## src/pkg/fscc_pkg.sv

```systemverilog
// Constants, state encodings and carrier types of the fail-safe clock switch control.
//
// Behaviour
// - Monitor/switch select field 1x disables both switching and monitoring; default setting.
// - With monitoring on, low-power RC runs except in Sleep, ignoring watchdog enable.
// - A detected failure raises a trap and moves the system clock to fast RC.
// - On failure: current group gets fast RC, clock-fail flag sets, switch enable clears.
// - A clock failure leaves the watchdog's low-power RC clock untouched.
// - Power-up timer expiring before the oscillator starts also traps to fast RC.
// - Sources form four groups; switching is between groups, never inside one.
// - The primary group's oscillator choice comes from the primary configuration field.
// - The current-group field is read-only and reports the group in effect.
// - Software writes the new-group field; it is the destination of a switch.
// - After reset both current and new group load from the group configuration.
// - Status bits show PLL lock and, read-only, whether a clock failure occurred.
// - Switch enable set starts a transition; clearing it aborts the transition.
// - With switching off, configuration selects directly; current group only reports it.
// - Low byte unlocks only by consecutive byte writes 0x46 then 0x57.
// - High byte unlocks only by consecutive byte writes 0x78 then 0x9A.
// - After unlock, one write to that byte is accepted in the next cycle only.
// - Lock status sits at bit 5; PLL in use with the primary group current holds the clock until locked.
`default_nettype none

package fscc_pkg;

  localparam logic [1:0] GRP_FRC       = 2'h0;
  localparam logic [1:0] GRP_LOW_POWER_RC_OSC      = 2'h1;
  localparam logic [1:0] GRP_SECONDARY = 2'h2;
  localparam logic [1:0] GRP_PRIMARY   = 2'h3;

  localparam int         MSS_OFF_BIT   = 1;
  localparam logic [1:0] MSS_MON_ON    = 2'h0;

  localparam logic       ADDR_LOW      = 1'b0;
  localparam logic       ADDR_HIGH     = 1'b1;

  localparam int         BIT_SWITCH_ENABLE_BIT     = 0;
  localparam int         BIT_CF        = 3;
  localparam int         BIT_LOCK      = 5;
  localparam int         NOSC_LSB      = 8;
  localparam int         COSC_LSB      = 12;

  localparam logic [7:0] KEY_LOW_1     = 8'h46;
  localparam logic [7:0] KEY_LOW_2     = 8'h57;
  localparam logic [7:0] KEY_HIGH_1    = 8'h78;
  localparam logic [7:0] KEY_HIGH_2    = 8'h9A;

  localparam logic [15:0] REG_RESET    = 16'h0000;
  localparam int          FAIL_TICKS   = 4;

  typedef enum logic [1:0] {
    UL_IDLE  = 2'b00,
    UL_FIRST = 2'b01,
    UL_OPEN  = 2'b10
  } fscc_ul_state_t;

  typedef enum logic [0:0] {
    SW_IDLE = 1'b0,
    SW_WAIT = 1'b1
  } fscc_sw_state_t;

  typedef struct packed {
    logic       addr;
    logic [7:0] wdata;
    logic       wr;
    logic       rd;
  } fscc_bus_req_t;

  typedef struct packed {
    logic [1:0] monitor_switch_select_cfg;
    logic [1:0] osc_group_cfg;
    logic [3:0] primary_osc_cfg;
  } fscc_cfg_t;

endpackage

`default_nettype wire

```

## src/logic/fscc_unlock.sv

```systemverilog
// Two-key unlock sequencer that opens a one-cycle write window for one register byte.
`timescale 1ns/100ps
`default_nettype none

module fscc_unlock #(
  parameter logic [7:0] KEY1 = 8'h00,
  parameter logic [7:0] KEY2 = 8'h00
) (
  input  wire logic       clk,
  input  wire logic       rst_n,
  input  wire logic       wr_this,
  input  wire logic [7:0] wdata,
  output logic            open
);
  import fscc_pkg::*;

  fscc_ul_state_t st_q;
  fscc_ul_state_t st_d;

  always_comb begin
    st_d = UL_IDLE;
    case (st_q)
      UL_IDLE: begin
        if (wr_this && wdata == KEY1) begin
          st_d = UL_FIRST;
        end
      end
      UL_FIRST: begin
        if (wr_this && wdata == KEY2) begin
          st_d = UL_OPEN;
        end else if (wr_this && wdata == KEY1) begin
          st_d = UL_FIRST;
        end
      end
      default: st_d = UL_IDLE;
    endcase
  end

  always_ff @(posedge clk or negedge rst_n) begin
    if (!rst_n) begin
      st_q <= UL_IDLE;
    end else begin
      st_q <= st_d;
    end
  end

  assign open = (st_q == UL_OPEN);

  a_ul_key_order:
    assert property (@(posedge clk) disable iff (!rst_n)
      open |-> $past(st_q) == UL_FIRST && $past(wr_this) && $past(wdata) == KEY2)
    else $error("Unlock window opened without the second key.");

  a_ul_one_cycle:
    assert property (@(posedge clk) disable iff (!rst_n) open |=> !open)
    else $error("Unlock window stayed open longer than one cycle.");

endmodule

`default_nettype wire

```

## src/logic/fscc_clk_monitor.sv

```systemverilog
// Oscillator watchdog that flags a missing clock edge or a late oscillator start.
`timescale 1ns/100ps
`default_nettype none

module fscc_clk_monitor #(
  parameter int FAIL_TICKS_P = fscc_pkg::FAIL_TICKS
) (
  input  wire logic clk,
  input  wire logic rst_n,
  input  wire logic active,
  input  wire logic low_power_rc_osc_tick,
  input  wire logic osc_edge,
  input  wire logic power_up_timer_done,
  input  wire logic osc_started,
  output logic      fail_q
);
  import fscc_pkg::*;

  logic [7:0] cnt_q;
  logic       timeout;
  logic       late_start;

  // Low-power RC ticks without an oscillator edge.
  assign timeout    = active && low_power_rc_osc_tick && !osc_edge && cnt_q == 8'(FAIL_TICKS_P - 1);
  assign late_start = active && power_up_timer_done && !osc_started;

  always_ff @(posedge clk or negedge rst_n) begin
    if (!rst_n) begin
      cnt_q <= 8'h00;
    end else if (!active || osc_edge || timeout) begin
      cnt_q <= 8'h00;
    end else if (low_power_rc_osc_tick) begin
      cnt_q <= cnt_q + 8'h01;
    end
  end

  always_ff @(posedge clk or negedge rst_n) begin
    if (!rst_n) begin
      fail_q <= 1'b0;
    end else begin
      fail_q <= timeout || late_start;
    end
  end

  a_mon_timeout:
    assert property (@(posedge clk) disable iff (!rst_n)
      (active && low_power_rc_osc_tick && !osc_edge && cnt_q == 8'(FAIL_TICKS_P - 1)) |=> fail_q)
    else $error("Missing clock edge was not flagged.");

endmodule

`default_nettype wire

```

## src/logic/fscc_top.sv

```systemverilog
// Fail-safe clock monitor and oscillator group switch with guarded control register.
`timescale 1ns/100ps
`default_nettype none

module fscc_top #(
  parameter int FAIL_TICKS_P = fscc_pkg::FAIL_TICKS
) (
  input  wire logic                  clk,
  input  wire logic                  rst_b,
  input  wire fscc_pkg::fscc_bus_req_t bus,
  input  wire fscc_pkg::fscc_cfg_t     cfg,
  input  wire logic                  low_power_rc_osc_tick,
  input  wire logic                  osc_edge,
  input  wire logic                  power_up_timer_done,
  input  wire logic                  osc_started,
  input  wire logic [3:0]            grp_ready,
  input  wire logic                  pll_in_use,
  input  wire logic                  pll_lock,
  input  wire logic                  sleep_mode,
  input  wire logic                  software_watchdog_enable,
  output logic [7:0]                 rdata_q,
  output logic [1:0]                 current_osc_group_q,
  output logic [3:0]                 primary_sel_q,
  output logic                       fail_trap_q,
  output logic                       low_power_rc_osc_enable_q,
  output logic                       clk_hold_q
);
  import fscc_pkg::*;

  logic           rst_s1_q;
  logic           rst_n_q;
  logic           init_q;
  logic [1:0]     nosc_q;
  logic           switch_enable_bit_q;
  logic           cf_q;
  logic           lock_q;
  fscc_sw_state_t sw_st_q;
  logic           sw_en;
  logic           mon_en;
  logic           mon_act;
  logic           mon_fail;
  logic           wr_lo;
  logic           wr_hi;
  logic           lo_open;
  logic           hi_open;
  logic           wr_lo_ok;
  logic           wr_hi_ok;
  logic           target_ok;
  logic           commit;
  logic [15:0]    img;

  always_ff @(posedge clk or negedge rst_b) begin
    if (!rst_b) begin
      rst_s1_q <= 1'b0;
      rst_n_q  <= 1'b0;
    end else begin
      rst_s1_q <= 1'b1;
      rst_n_q  <= rst_s1_q;
    end
  end

  // Select field 1x turns both functions off.
  assign sw_en  = !cfg.monitor_switch_select_cfg[MSS_OFF_BIT];
  assign mon_en = (cfg.monitor_switch_select_cfg == MSS_MON_ON);

  assign mon_act = mon_en && !sleep_mode && !init_q && current_osc_group_q != GRP_FRC;

  assign wr_lo    = bus.wr && bus.addr == ADDR_LOW;
  assign wr_hi    = bus.wr && bus.addr == ADDR_HIGH;
  // Only writes inside the window land.
  assign wr_lo_ok = wr_lo && lo_open;
  assign wr_hi_ok = wr_hi && hi_open;

  fscc_unlock #(
    .KEY1 (KEY_LOW_1),
    .KEY2 (KEY_LOW_2)
  ) u_unlock_low (
    .clk     (clk),
    .rst_n   (rst_n_q),
    .wr_this (wr_lo),
    .wdata   (bus.wdata),
    .open    (lo_open)
  );

  fscc_unlock #(
    .KEY1 (KEY_HIGH_1),
    .KEY2 (KEY_HIGH_2)
  ) u_unlock_high (
    .clk     (clk),
    .rst_n   (rst_n_q),
    .wr_this (wr_hi),
    .wdata   (bus.wdata),
    .open    (hi_open)
  );

  fscc_clk_monitor #(
    .FAIL_TICKS_P (FAIL_TICKS_P)
  ) u_monitor (
    .clk         (clk),
    .rst_n       (rst_n_q),
    .active      (mon_act),
    .low_power_rc_osc_tick   (low_power_rc_osc_tick),
    .osc_edge    (osc_edge),
    .power_up_timer_done   (power_up_timer_done),
    .osc_started (osc_started),
    .fail_q      (mon_fail)
  );

  // Primary with PLL waits for lock.
  assign target_ok = grp_ready[nosc_q] && !(nosc_q == GRP_PRIMARY && pll_in_use && !pll_lock);
  assign commit    = sw_st_q == SW_WAIT && switch_enable_bit_q && target_ok && sw_en && !mon_fail;

  always_ff @(posedge clk or negedge rst_n_q) begin
    if (!rst_n_q) begin
      init_q <= 1'b1;
    end else begin
      init_q <= 1'b0;
    end
  end

  // Start on set, abort on clear.
  always_ff @(posedge clk or negedge rst_n_q) begin
    if (!rst_n_q) begin
      sw_st_q <= SW_IDLE;
    end else begin
      case (sw_st_q)
        SW_IDLE: begin
          if (switch_enable_bit_q && sw_en && !mon_fail) begin
            sw_st_q <= SW_WAIT;
          end
        end
        SW_WAIT: begin
          if (!switch_enable_bit_q || mon_fail || commit || !sw_en) begin
            sw_st_q <= SW_IDLE;
          end
        end
        default: sw_st_q <= SW_IDLE;
      endcase
    end
  end

  always_ff @(posedge clk or negedge rst_n_q) begin
    if (!rst_n_q) begin
      switch_enable_bit_q <= REG_RESET[BIT_SWITCH_ENABLE_BIT];
    end else if (mon_fail || commit) begin
      switch_enable_bit_q <= 1'b0;
    end else if (wr_lo_ok) begin
      switch_enable_bit_q <= bus.wdata[BIT_SWITCH_ENABLE_BIT] && sw_en;
    end
  end

  // Current group: reset load, failure, fixed or switched.
  always_ff @(posedge clk or negedge rst_n_q) begin
    if (!rst_n_q) begin
      current_osc_group_q <= GRP_FRC;
    end else if (init_q) begin
      current_osc_group_q <= cfg.osc_group_cfg;
    end else if (mon_fail) begin
      current_osc_group_q <= GRP_FRC;
    end else if (!sw_en) begin
      current_osc_group_q <= cfg.osc_group_cfg;
    end else if (commit) begin
      current_osc_group_q <= nosc_q;
    end
  end

  always_ff @(posedge clk or negedge rst_n_q) begin
    if (!rst_n_q) begin
      nosc_q <= GRP_FRC;
    end else if (init_q) begin
      nosc_q <= cfg.osc_group_cfg;
    end else if (wr_hi_ok) begin
      nosc_q <= bus.wdata[NOSC_LSB - 8 +: 2];
    end
  end

  // Sticky failure flag and lock status.
  always_ff @(posedge clk or negedge rst_n_q) begin
    if (!rst_n_q) begin
      cf_q   <= REG_RESET[BIT_CF];
      lock_q <= REG_RESET[BIT_LOCK];
    end else begin
      cf_q   <= cf_q || mon_fail;
      lock_q <= pll_lock;
    end
  end

  always_ff @(posedge clk or negedge rst_n_q) begin
    if (!rst_n_q) begin
      fail_trap_q   <= 1'b0;
      primary_sel_q <= 4'h0;
      low_power_rc_osc_enable_q <= 1'b0;
      clk_hold_q    <= 1'b0;
    end else begin
      fail_trap_q   <= mon_fail;
      primary_sel_q <= cfg.primary_osc_cfg;
      low_power_rc_osc_enable_q <= mon_en ? !sleep_mode : software_watchdog_enable;
      clk_hold_q    <= current_osc_group_q == GRP_PRIMARY && pll_in_use && !pll_lock;
    end
  end

  always_comb begin
    img                       = REG_RESET;
    img[BIT_SWITCH_ENABLE_BIT]            = switch_enable_bit_q;
    img[BIT_CF]               = cf_q;
    img[BIT_LOCK]             = lock_q;
    img[NOSC_LSB +: 2]        = nosc_q;
    img[COSC_LSB +: 2]        = current_osc_group_q;
  end

  always_ff @(posedge clk or negedge rst_n_q) begin
    if (!rst_n_q) begin
      rdata_q <= 8'h00;
    end else if (bus.rd && bus.addr == ADDR_LOW) begin
      rdata_q <= img[7:0];
    end else if (bus.rd && bus.addr == ADDR_HIGH) begin
      rdata_q <= img[15:8];
    end else begin
      rdata_q <= 8'h00;
    end
  end

  a_cfg_off_mon:
    assert property (@(posedge clk) disable iff (!rst_n_q) !mon_en |=> !mon_fail)
    else $error("Monitor fired while disabled.");

  a_cfg_off_sw:
    assert property (@(posedge clk) disable iff (!rst_n_q)
      (!sw_en && !switch_enable_bit_q) |=> !switch_enable_bit_q)
    else $error("Switch enable set while switching disabled.");

  a_low_power_rc_osc_alive:
    assert property (@(posedge clk) disable iff (!rst_n_q)
      (mon_en && !sleep_mode && !init_q) |=> low_power_rc_osc_enable_q)
    else $error("Low-power RC stopped while monitoring.");

  a_fail_to_frc:
    assert property (@(posedge clk) disable iff (!rst_n_q)
      mon_fail |=> fail_trap_q && current_osc_group_q == GRP_FRC)
    else $error("Failure did not trap to fast RC.");

  a_fail_fields:
    assert property (@(posedge clk) disable iff (!rst_n_q) mon_fail |=> cf_q && !switch_enable_bit_q)
    else $error("Failure did not set flag and clear switch enable.");

  a_wdt_clock:
    assert property (@(posedge clk) disable iff (!rst_n_q)
      mon_fail |=> low_power_rc_osc_enable_q == ($past(mon_en) ? !$past(sleep_mode)
                                                   : $past(software_watchdog_enable)))
    else $error("Failure disturbed the watchdog clock.");

  a_late_start:
    assert property (@(posedge clk) disable iff (!rst_n_q)
      (mon_act && power_up_timer_done && !osc_started) |=> mon_fail ##1 current_osc_group_q == GRP_FRC)
    else $error("Late oscillator start did not trap.");

  a_cosc_ro:
    assert property (@(posedge clk) disable iff (!rst_n_q)
      (bus.wr && !init_q && !mon_fail && !commit && sw_en) |=> $stable(current_osc_group_q))
    else $error("Software write changed the current group.");

  a_nosc_write:
    assert property (@(posedge clk) disable iff (!rst_n_q)
      (wr_hi_ok && !init_q) |=> nosc_q == $past(bus.wdata[1:0]))
    else $error("New group write not stored.");

  a_reset_load:
    assert property (@(posedge clk) disable iff (!rst_n_q)
      (init_q && rst_n_q) |=>
        current_osc_group_q == $past(cfg.osc_group_cfg) && nosc_q == current_osc_group_q)
    else $error("Groups not loaded from configuration.");

  a_switch_done:
    assert property (@(posedge clk) disable iff (!rst_n_q)
      commit |=> current_osc_group_q == $past(nosc_q) && !switch_enable_bit_q && sw_st_q == SW_IDLE)
    else $error("Switch did not complete.");

  a_switch_abort:
    assert property (@(posedge clk) disable iff (!rst_n_q)
      (sw_st_q == SW_WAIT && !switch_enable_bit_q) |=> sw_st_q == SW_IDLE ##1 sw_st_q == SW_IDLE)
    else $error("Cleared switch enable did not abort.");

  a_fixed_sel:
    assert property (@(posedge clk) disable iff (!rst_n_q)
      (!sw_en && !init_q && !mon_fail) |=> current_osc_group_q == $past(cfg.osc_group_cfg))
    else $error("Group not following configuration.");

  a_pll_hold:
    assert property (@(posedge clk) disable iff (!rst_n_q)
      (sw_st_q == SW_WAIT && nosc_q == GRP_PRIMARY && pll_in_use && !pll_lock) |-> !commit)
    else $error("Switched to primary before PLL lock.");

  a_locked_write:
    assert property (@(posedge clk) disable iff (!rst_n_q)
      (wr_lo && !lo_open && !mon_fail && !commit) |=> $stable(switch_enable_bit_q))
    else $error("Locked low byte accepted a write.");

  a_cf_sticky:
    assert property (@(posedge clk) disable iff (!rst_n_q)
      cf_q |=> cf_q)
    else $error("Clock-fail flag cleared without reset.");

  a_lock_status:
    assert property (@(posedge clk) disable iff (!rst_n_q)
      !init_q |=> lock_q == $past(pll_lock))
    else $error("Lock status does not follow the PLL.");

  a_rdata_idle:
    assert property (@(posedge clk) disable iff (!rst_n_q)
      !bus.rd |=> rdata_q == 8'h00)
    else $error("Read data not zero outside a read.");

  a_rdata_cosc:
    assert property (@(posedge clk) disable iff (!rst_n_q)
      (bus.rd && bus.addr == ADDR_HIGH) |=>
        rdata_q[COSC_LSB - 8 +: 2] == $past(current_osc_group_q))
    else $error("High byte read does not show the current group.");

  a_hold_pll:
    assert property (@(posedge clk) disable iff (!rst_n_q)
      (current_osc_group_q == GRP_PRIMARY && pll_in_use && !pll_lock) |=> clk_hold_q)
    else $error("Clock not held while the PLL is unlocked.");

  a_primary_sel:
    assert property (@(posedge clk) disable iff (!rst_n_q)
      !init_q |=> primary_sel_q == $past(cfg.primary_osc_cfg))
    else $error("Primary choice not taken from configuration.");

  a_switch_enable_bit_rise:
    assert property (@(posedge clk) disable iff (!rst_n_q)
      $rose(switch_enable_bit_q) |-> $past(wr_lo_ok))
    else $error("Switch enable set without an unlocked write.");

  a_frc_quiet:
    assert property (@(posedge clk) disable iff (!rst_n_q)
      (current_osc_group_q == GRP_FRC) |=> !mon_fail)
    else $error("Failure flagged while running on fast RC.");

endmodule

`default_nettype wire

```

## config.mk

```make
export PLATFORM = sky130hd
export DESIGN_NAME = fscc_top
export DESIGN_NICKNAME = d
export VERILOG_FILES = /design/src/pkg/fscc_pkg.sv /design/src/logic/fscc_unlock.sv /design/src/logic/fscc_clk_monitor.sv /design/src/logic/fscc_top.sv
export SDC_FILE = /design/constraint.sdc
export NUM_CORES = 1
export LEC_CHECK = 0
export BUFFER_PORTS_ARGS = -buffer_cell sky130_fd_sc_hd__buf_2
export CORE_ASPECT_RATIO = 1.4
export CORE_MARGIN = 3
export CORE_UTILIZATION = 45
export DETAILED_ROUTE_END_ITERATION = 10
export PLACE_DENSITY = 0.74
export SYNTH_ARGS = -nofsm -noshare
export SYNTH_HDL_FRONTEND = slang
export SYNTH_SLANG_ARGS = --single-unit
```

## constraint.sdc

```tcl
create_clock -name clk -period 1.15 [get_ports clk]
set_input_delay 0.0575 -clock clk [delete_from_list [all_inputs] [get_ports clk]]
set_output_delay 0.0575 -clock clk [all_outputs]
set_load 0.03 [all_outputs]
```

======== Word-level counts from Yosys, hierarchy flattened ========
Cells that the tools add are included.
Widths: inputs -> output; s select.
storage, ports and cells
  output and inout port bits .............. 17
  input port bits ......................... 33
  logic and storage cells ................. 113
  flip-flop bits (word level) ............. 39
operators by class
  magnitude comparators ................... 1
  add/sub/neg operators ................... 1
  muxes and demuxes ....................... 24
  reduce and logical (&&, ||, !) cells .... 56
  equal/unequal tests ..................... 11
  bitwise operators ....................... 2
operators with widths
  cell                 count
  $logic_and 1x1->1    30
  $eq 8x7->1 const B   3
  $mux 8               3
  $mux 2               8
  $logic_not 1->1      10
  $add 8x1->8 const B  1
  $eq 2x2->1 const B   4
  $eq 8x2->1 const B   1
  $eq 8x8->1 const B   1
  $logic_or 1x1->1     8
  $mux 1               8
  $pmux 2 s2           2
  $reduce_bool 2->1    4
  $logic_not 2->1      3
  $mux 6               1
  $eq 2x1->1 const B   2
  $reduce_bool 4->1    1
  $lt 2x3->1 const B   1
  $bmux 1 s2           1
  $not 1->1            2
  $pmux 1 s2           1

======== Longest topological paths before layout ========
Gate-level depths: netlist of run 1.
  depth in word-level cells ............... 12
  depth in mapped cells ................... 6
  depth with buffers taken out ............ 5

======== Hierarchy ========
A second synthesis of run 1 with hierarchy kept.
unflattened totals
  cells, all modules ...................... 144
  area total of the unflattened synthesis .. 1644.1 µm²
modules (own cells, without submodules)
  module                        area each (µm²)  sequential area each (µm²)  instances  cells an instance
  fscc_top                      960.9            576.8                       1          82
  fscc_clk_monitor              464.2            225.2                       1          44
  fscc_unlock at u_unlock_high  117.6            50.0                        1          10
  fscc_unlock at u_unlock_low   101.3            50.0                        1          8

======== Worst setup path after synthesis of run 1 ========
No wires, ideal clock.
  path kind ............................... reg-to-reg
  start ................................... register u_monitor.cnt_q[3]
  end ..................................... register u_monitor.cnt_q[5]
  clock period less this slack ............ 1.812 ns
  data arrival time ....................... 1.693 ns
  path slack .............................. -0.662 ns
  library setup time ...................... 0.119 ns
  stages on the path, launching flop included .. 6
  path buffers ............................ 1
  data required time ...................... 1.031 ns
  cell sequence ........................... dfrtp_1 or4_1 or4_1 or3b_1 buf_6 nor2_1
between the ends
  longest elaborated chain between the ends .. 4
  elaborated cells between the ends (all ways) .. 7
  those cells by class .................... add/sub (1); eq/ne (1); mux (2); reduce/logical (3)
ends and longest elaborated chain
  what                                                                 RTL line                text
  start, declared                                                      fscc_clk_monitor.sv:19  logic [7:0] cnt_q;
  start signal, assigned                                               fscc_clk_monitor.sv:33  cnt_q <= cnt_q + 8'h01;
  parallel branches: the longest is 4 deep, another holds $add 8x1->8  --
Parallel ways; which one is timed is not known. The select of a mux whose other input is x is not followed.
A chain may end at the register's enable or synchronous reset.

======== Worst setup path after layout of run 1 ========
  start ................................... register u_monitor.cnt_q[7]
  end ..................................... register u_monitor.cnt_q[1]
between the ends
  longest elaborated chain between the ends .. 4
  elaborated cells between the ends (all ways) .. 5
  those cells by class .................... eq/ne (1); mux (1); reduce/logical (3)
ends and longest elaborated chain
  what                                         RTL line                text
  $eq 8x2->1 (*)                               fscc_clk_monitor.sv:24  assign timeout = active && low_power_rc_osc_tick && !osc_edge && cnt_q == 8'(FAIL_TICKS_P - 1);
  $logic_and 1x1->1 (*)                        fscc_clk_monitor.sv:24
  $logic_or 1x1->1 (*)                         fscc_clk_monitor.sv:30  end else if (!active || osc_edge || timeout) begin
  $mux 8 or $reduce_bool 2->1 (tied branches)  --
Every way passes the cells marked *; elsewhere a longest branch is shown, timed or not.

==> flow_summary.ini, run 1 <==
[route]
firstDrtPassIters = 4
drt-initial-drc-count = 21
vias_per_cell = 5.14
finalWirelength_mm = 3.68
drtAntennaViolNets = 0
vias = 1351
avgRoutedWirePerCell_um = 14.0
drcViolationCount = 0

[flow_run]
max-cap-violations = 0

[clock_tree]
cts_tree = done
cts_max_level = 2
cts.clk_slew.worst_paths_ns = 0.07
clk_latency_ns = 0.28
clockRootBuffer = clkbuf_8
cts_buffers = 5
cts_max_path_buffers = 2
cts.sinks = 36

[power]
p_per_area_nw_per_um2 = 1180
netSwitchingFraction = 0.251
worst_ir_drop_vdd_v = 0.00111
seqPwrFrac = 0.505
power_frac_clock = 0.333
p_comb_frac = 0.162
internal_power_mw = 2.00
power.switching_uw = 669
p_leak_nw = 1.12

[layout]
area_growth_pct = 45.6
fillers = 244
final_common_cell = buf_2
instances_no_fill = 263
drive_gt1_frac = 0.415
mostFrequentLayoutCells = 46 x buf_2, 35 x dfrtp_1, 23 x buf_4
num-nets-final = 257
diodes = 0
fin_area_um2 = 2260
finish.utilization = 0.704

[floorplan]
die_h_um = 75.5
rows = 24
core_um2 = 3210
die_area_um2 = 4200
die_w_um = 55.7
top_level_ports = 50
initial_core_util = 0.484

[global_route]
grt_max_degree = 20
antenna_found_initial = 0
grt_use_total = 0.196
grt_pass1_wl_mm = 6.24
grt_pass1_vias = 1434
overflow = 0

[synthesis]
synth_warnings = 0
synth-async-reset-ratio = 1.00
ys_types = 38
synth_top_cell_by_area = dfrtp_1
syn_inst = 138
synth-seq-cells = 36
synth_area_leaders = dfrtp_1 56%, nor2_1 4.8%, mux2i_1 3.2%
synthFlopType = dfrtp_1
ys_seq_area_frac = 0.581
mappedNetlistArea_um2 = 1550
avgSynthCellArea_um2 = 11.3
synth_edf_count = 0
synth.top_cell.area_share = 0.564

[status]
violations = negative setup slack
status = finished, violations left

[critical_path]
path_class = flop to flop
required_ns = 1.32
critPathArrivalTime_ns = 1.95
path_max_fanout = 8
crit_path_start_kind = flop
end_kind = flop

[hold_path]
hp-class = input port to flop

[timing]
fmax_mhz = 561
period_share = 1.55
setup_viol = 15
clock_skew_ns = 0.00335
drv_slew = 0
period_minus_slack_ns = 1.78
rsz0062_at_grt = true
fin_ws_ns = -0.632
hold_viol = 0

[placement]
placedCellCount = 240
dpl_cell_area_um2 = 1980
place_congestion = 0.815
numPortBuffers = 46
dpl.hpwl_mm = 2.74
[worst max-delay path, cell delays in order, from the launching register on]
cell	delay, ns
dfrtp_1	0.39
or4_1	0.51
or4_1	0.42
or3b_4	0.30
nor2_1	0.06
[cell families after synthesis]
group,share of synthesized area
buffers and inverters,0.0362
DFF,0.581
AOI/OAI and AO/OA,0.0692
muxes,0.0539
and+or+nand+nor,0.208
adders and majority gates,0.00805
xor gates and xnor gates,0.0395
other,0.00483
[power groups by stage]
stage | combinational [mW] | sequential (mW) | clock, mW
after global placement | 0.366 | 1.37 | 0
after global routing | 0.469 | 1.36 | 0.991
final | 0.432 | 1.35 | 0.889
after CTS | 0.427 | 1.35 | 0.922
after detailed placement | 0.376 | 1.37 | 0
after floorplan | 0.130 | 1.45 | 0
[per-layer routing]
| layer | track usage | routed length (um) | share of wire | up-vias |
|---|---|---|---|---|
| met5 | 0 | 0 | 0 | - |
| met4 | 0.0838 | 65 | 0.018 | 0 |
| met3 | 0.0610 | 184 | 0.050 | 8 |
| met2 | 0.387 | 2130 | 0.58 | 42 |
| met1 | 0.189 | 1300 | 0.35 | 658 |
| li1 | - | - | - | 643 |
[state kept, by name (all words and copies together) (netlist names), 2 cells and up]
name	flops
u_unlock_low.st_q	2
current_osc_group_q	2
primary_sel_q	4
rdata_q	5
nosc_q	2
u_monitor.cnt_q	8
u_unlock_high.st_q	2
[cell type report]
type                    count  area, um^2  area share
flip-flops and latches     36         902       0.399
multi-input cells          95         654       0.289
repair buffers             83         557       0.246
clock buffers               6        82.6      0.0365
well taps                  39        48.8      0.0216
clock inverters             2        10.0     0.00442
inverters                   2        7.51     0.00332
[per-stage QoR]
stage	worst slack [ns]	hold WS (ns)	total power, mW	setup TNS [ns]
detailed placement	-0.691	-0.154	1.75	-7.19
global route	-0.698	0.0300	2.82	-7.65
CTS	-0.621	0.00634	2.70	-6.57
finish	-0.632	0.0151	2.67	-6.72
floorplan	-0.570	-0.238	1.58	-5.69
global placement	-0.625	-0.156	1.73	-6.49
[worst paths after layout]
check                      slack, ns                        end  depth (start not counted)                      from
max in group asynchronous       0.51                     init_q                          1                   rst_n_q
min in group asynchronous       0.09                   rst_s1_q                          2                     rst_b
max reg2reg                    -0.63         u_monitor.cnt_q[1]                          4        u_monitor.cnt_q[7]
max                            -0.63         u_monitor.cnt_q[1]                          4        u_monitor.cnt_q[7]
min reg2reg                     0.15      u_unlock_high.st_q[1]                          0                   rst_n_q
min                             0.02  low_power_rc_osc_enable_q                          3  software_watchdog_enable
[cells in the mapped netlist (all sizes together), types with 2 or more instances]
| master | number |
|---|---|
| nand4b | 2 |
| buf | 4 |
| o21a | 3 |
| nor2 | 20 |
| clkbuf | 4 |
| mux2 | 3 |
| nand3 | 4 |
| inv | 2 |
| or4 | 2 |
| o21ai | 2 |
| and3 | 3 |
| nand4 | 3 |
| nand2 | 6 |
| xor2 | 3 |
| o311a | 2 |
| nor3 | 6 |
| xnor2 | 4 |
| nand2b | 2 |
| conb | 2 |
| mux2i | 5 |
| nor2b | 4 |
| o211ai | 3 |
| dfrtp | 35 |
[repair_timing]
| action | CTS | global route |
|---|---|---|
| resized for setup | 5 | 6 |
| pin swaps | 8 | 2 |
| setup buffers | 5 | 0 |
| endpoints found under the hold margin | 10 | 0 |
| setup endpoints to repair | 15 | 16 |
| hold buffers | 10 | 0 |
No activity file was read; power rests on OpenSTA's default activity.
==> run 2, diff against run 1 <==
--- a/config.mk
+++ b/config.mk
@@ -11,6 +11,7 @@
 export CORE_UTILIZATION = 45
 export DETAILED_ROUTE_END_ITERATION = 10
 export PLACE_DENSITY = 0.74
+export RECOVER_POWER = 50
 export SYNTH_ARGS = -nofsm -noshare
 export SYNTH_HDL_FRONTEND = slang
 export SYNTH_SLANG_ARGS = --single-unit
==> run 2 against run 1 <==
The flow still finishes with violations (negative setup slack). Critical path type unchanged. Maximum frequency hardly changed. Largest power group unchanged. Non-clock buffer count is the same. Combinational power is 1% lower. Global-route usage is the same. Sequential share of layout area is 0.29 points higher. Critical path depth unchanged. Hold slack about the same. Clock-buffer cell count stayed put. Flip-flop and latch count did not move. Utilization is 0.51 points lower. Power down 0.25%.
==> flow_summary.ini, run 2 (synthesis results as in run 1) <==
[route]
wl_met1_mm = 1.29
vias = 1352
route.met3.wl_um = 190
routed.top_layer = met4
route.met2.wl_mm = 2.14
avgRoutedWirePerCell_um = 14.0
vias_per_cell = 5.14
finalWirelength_mm = 3.69
firstDrtPassIters = 4
drcViolationCount = 0
drt-initial-drc-count = 22
drtAntennaViolNets = 0

[timing]
fin_ws_ns = -0.632
drv_slew = 0
clock_skew_ns = 0.00336
hold_viol = 0
rsz0062_at_grt = true
period_minus_slack_ns = 1.78
tns_ns = -6.72
setup_viol = 15
period_share = 1.55
fmax_mhz = 561

[floorplan]
rows = 24
die_w_um = 55.7
die_h_um = 75.5
top_level_ports = 50
die_area_um2 = 4200
core_um2 = 3210
initial_core_util = 0.484

[status]
status = finished, violations left
violations = negative setup slack

[critical_path]
cp_top_family = simple AND/OR/NAND/NOR gates
end_kind = flop
path_cells = or4_1 -> or4_1 -> or3b_4 -> nor2_1
required_ns = 1.32
path_class = flop to flop
crit_buf_inv = 0
cp_common_cell = or4_1
max_stage_delay_ns = 0.51
crit_path_start_kind = flop
critPathSlowestCell = or4_1
critPathArrivalTime_ns = 1.95
path_max_fanout = 8

[power]
p_leak_nw = 1.11
power_mw = 2.66
p_per_area_nw_per_um2 = 1190
worst_ir_drop_vdd_v = 0.00111

[layout]
diodes = 0
drive_gt1_frac = 0.411
final_common_cell = buf_2
largest_registers = u_monitor.cnt_q: 8 flops, rdata_q: 5 flops, primary_sel_q: 4 flops
area_growth_pct = 44.5
regMostFlops = u_monitor.cnt_q
largest_reg_flops = 8
mostFrequentLayoutCells = 45 x buf_2, 35 x dfrtp_1, 23 x buf_4
num-nets-final = 257
fin_area_um2 = 2250

[clock_tree]
cts_buffers = 5
cts_max_level = 2
cts_max_path_buffers = 2
cts.sinks = 36
cts_tree = done
clk_latency_ns = 0.28
cts.clk_slew.worst_paths_ns = 0.07
clockRootBuffer = clkbuf_8

[global_route]
grt_pass1_vias = 1434
antenna_found_initial = 0
grt_use_total = 0.196
grt_pass1_wl_mm = 6.24
grt_max_degree = 20
overflow = 0

[flow_run]
max-cap-violations = 0

[placement]
dpl.hpwl_mm = 2.74
dpl_cell_area_um2 = 1980
numPortBuffers = 46
place_congestion = 0.815

[hold_path]
hp-class = input port to flop
-- run 2: final timing paths --
| check | startpoint | end | slack (ns) | depth (start not counted) |
|---|---|---|---|---|
| setup / recovery | u_monitor.cnt_q[7] | u_monitor.cnt_q[1] | -0.63 | 4 |
| hold / removal | software_watchdog_enable | low_power_rc_osc_enable_q | 0.02 | 3 |
| setup reg to reg | u_monitor.cnt_q[7] | u_monitor.cnt_q[1] | -0.63 | 4 |
| hold reg to reg | rst_n_q | u_unlock_high.st_q[1] | 0.12 | 0 |
| max in group asynchronous | rst_n_q | init_q | 0.27 | 1 |
| min in group asynchronous | rst_b | rst_s1_q | 0.09 | 2 |
-- run 2: area by class of cell --
type,count,area [um^2]
multi-input cells,95,654
well taps,39,48.8
clock inverters,2,10.0
repair buffers,83,541
flip-flops and latches,36,902
inverters,2,7.51
fillers,246,967
clock buffers,6,82.6
-- run 2: layer usage --
layer  track usage  up-vias
li1              -      642
met2         0.387       46
met5             0        -
met1         0.189      656
met4        0.0838        0
met3        0.0610        8
-- run 2: tightest hold or removal path, delay by kind of cell --
kind,cells,cell delay (ns)
compound gates,2,0.13
buf+inv,1,0.08
-- run 2: power by group --
group | switching [mW] | internal (mW)
sequential | 0.0277 | 1.32
clock | 0.412 | 0.477
combinational | 0.229 | 0.197
total | 0.669 | 1.99
-- run 2: metrics by stage --
step           hold slack [ns]  std cells   util  worst slack (ns)
2_1_floorplan           -0.238        141      -            -0.570
3_3_place_gp            -0.156        240  0.615            -0.625
3_5_place_dp            -0.154        240  0.615            -0.691
4_1_cts                0.00634        263  0.695            -0.621
5_1_grt                 0.0300        263  0.699            -0.698
6_report                0.0151        263  0.699            -0.632
-- run 2: repair_timing --
item | 4_1_cts | 5_1_grt
setup buffers | 5 | 0
resized for setup | 5 | 6
pin swaps | 8 | 2
hold buffers | 10 | 0
endpoints found under the setup margin | 15 | 16
hold endpoints to repair | 10 | 0
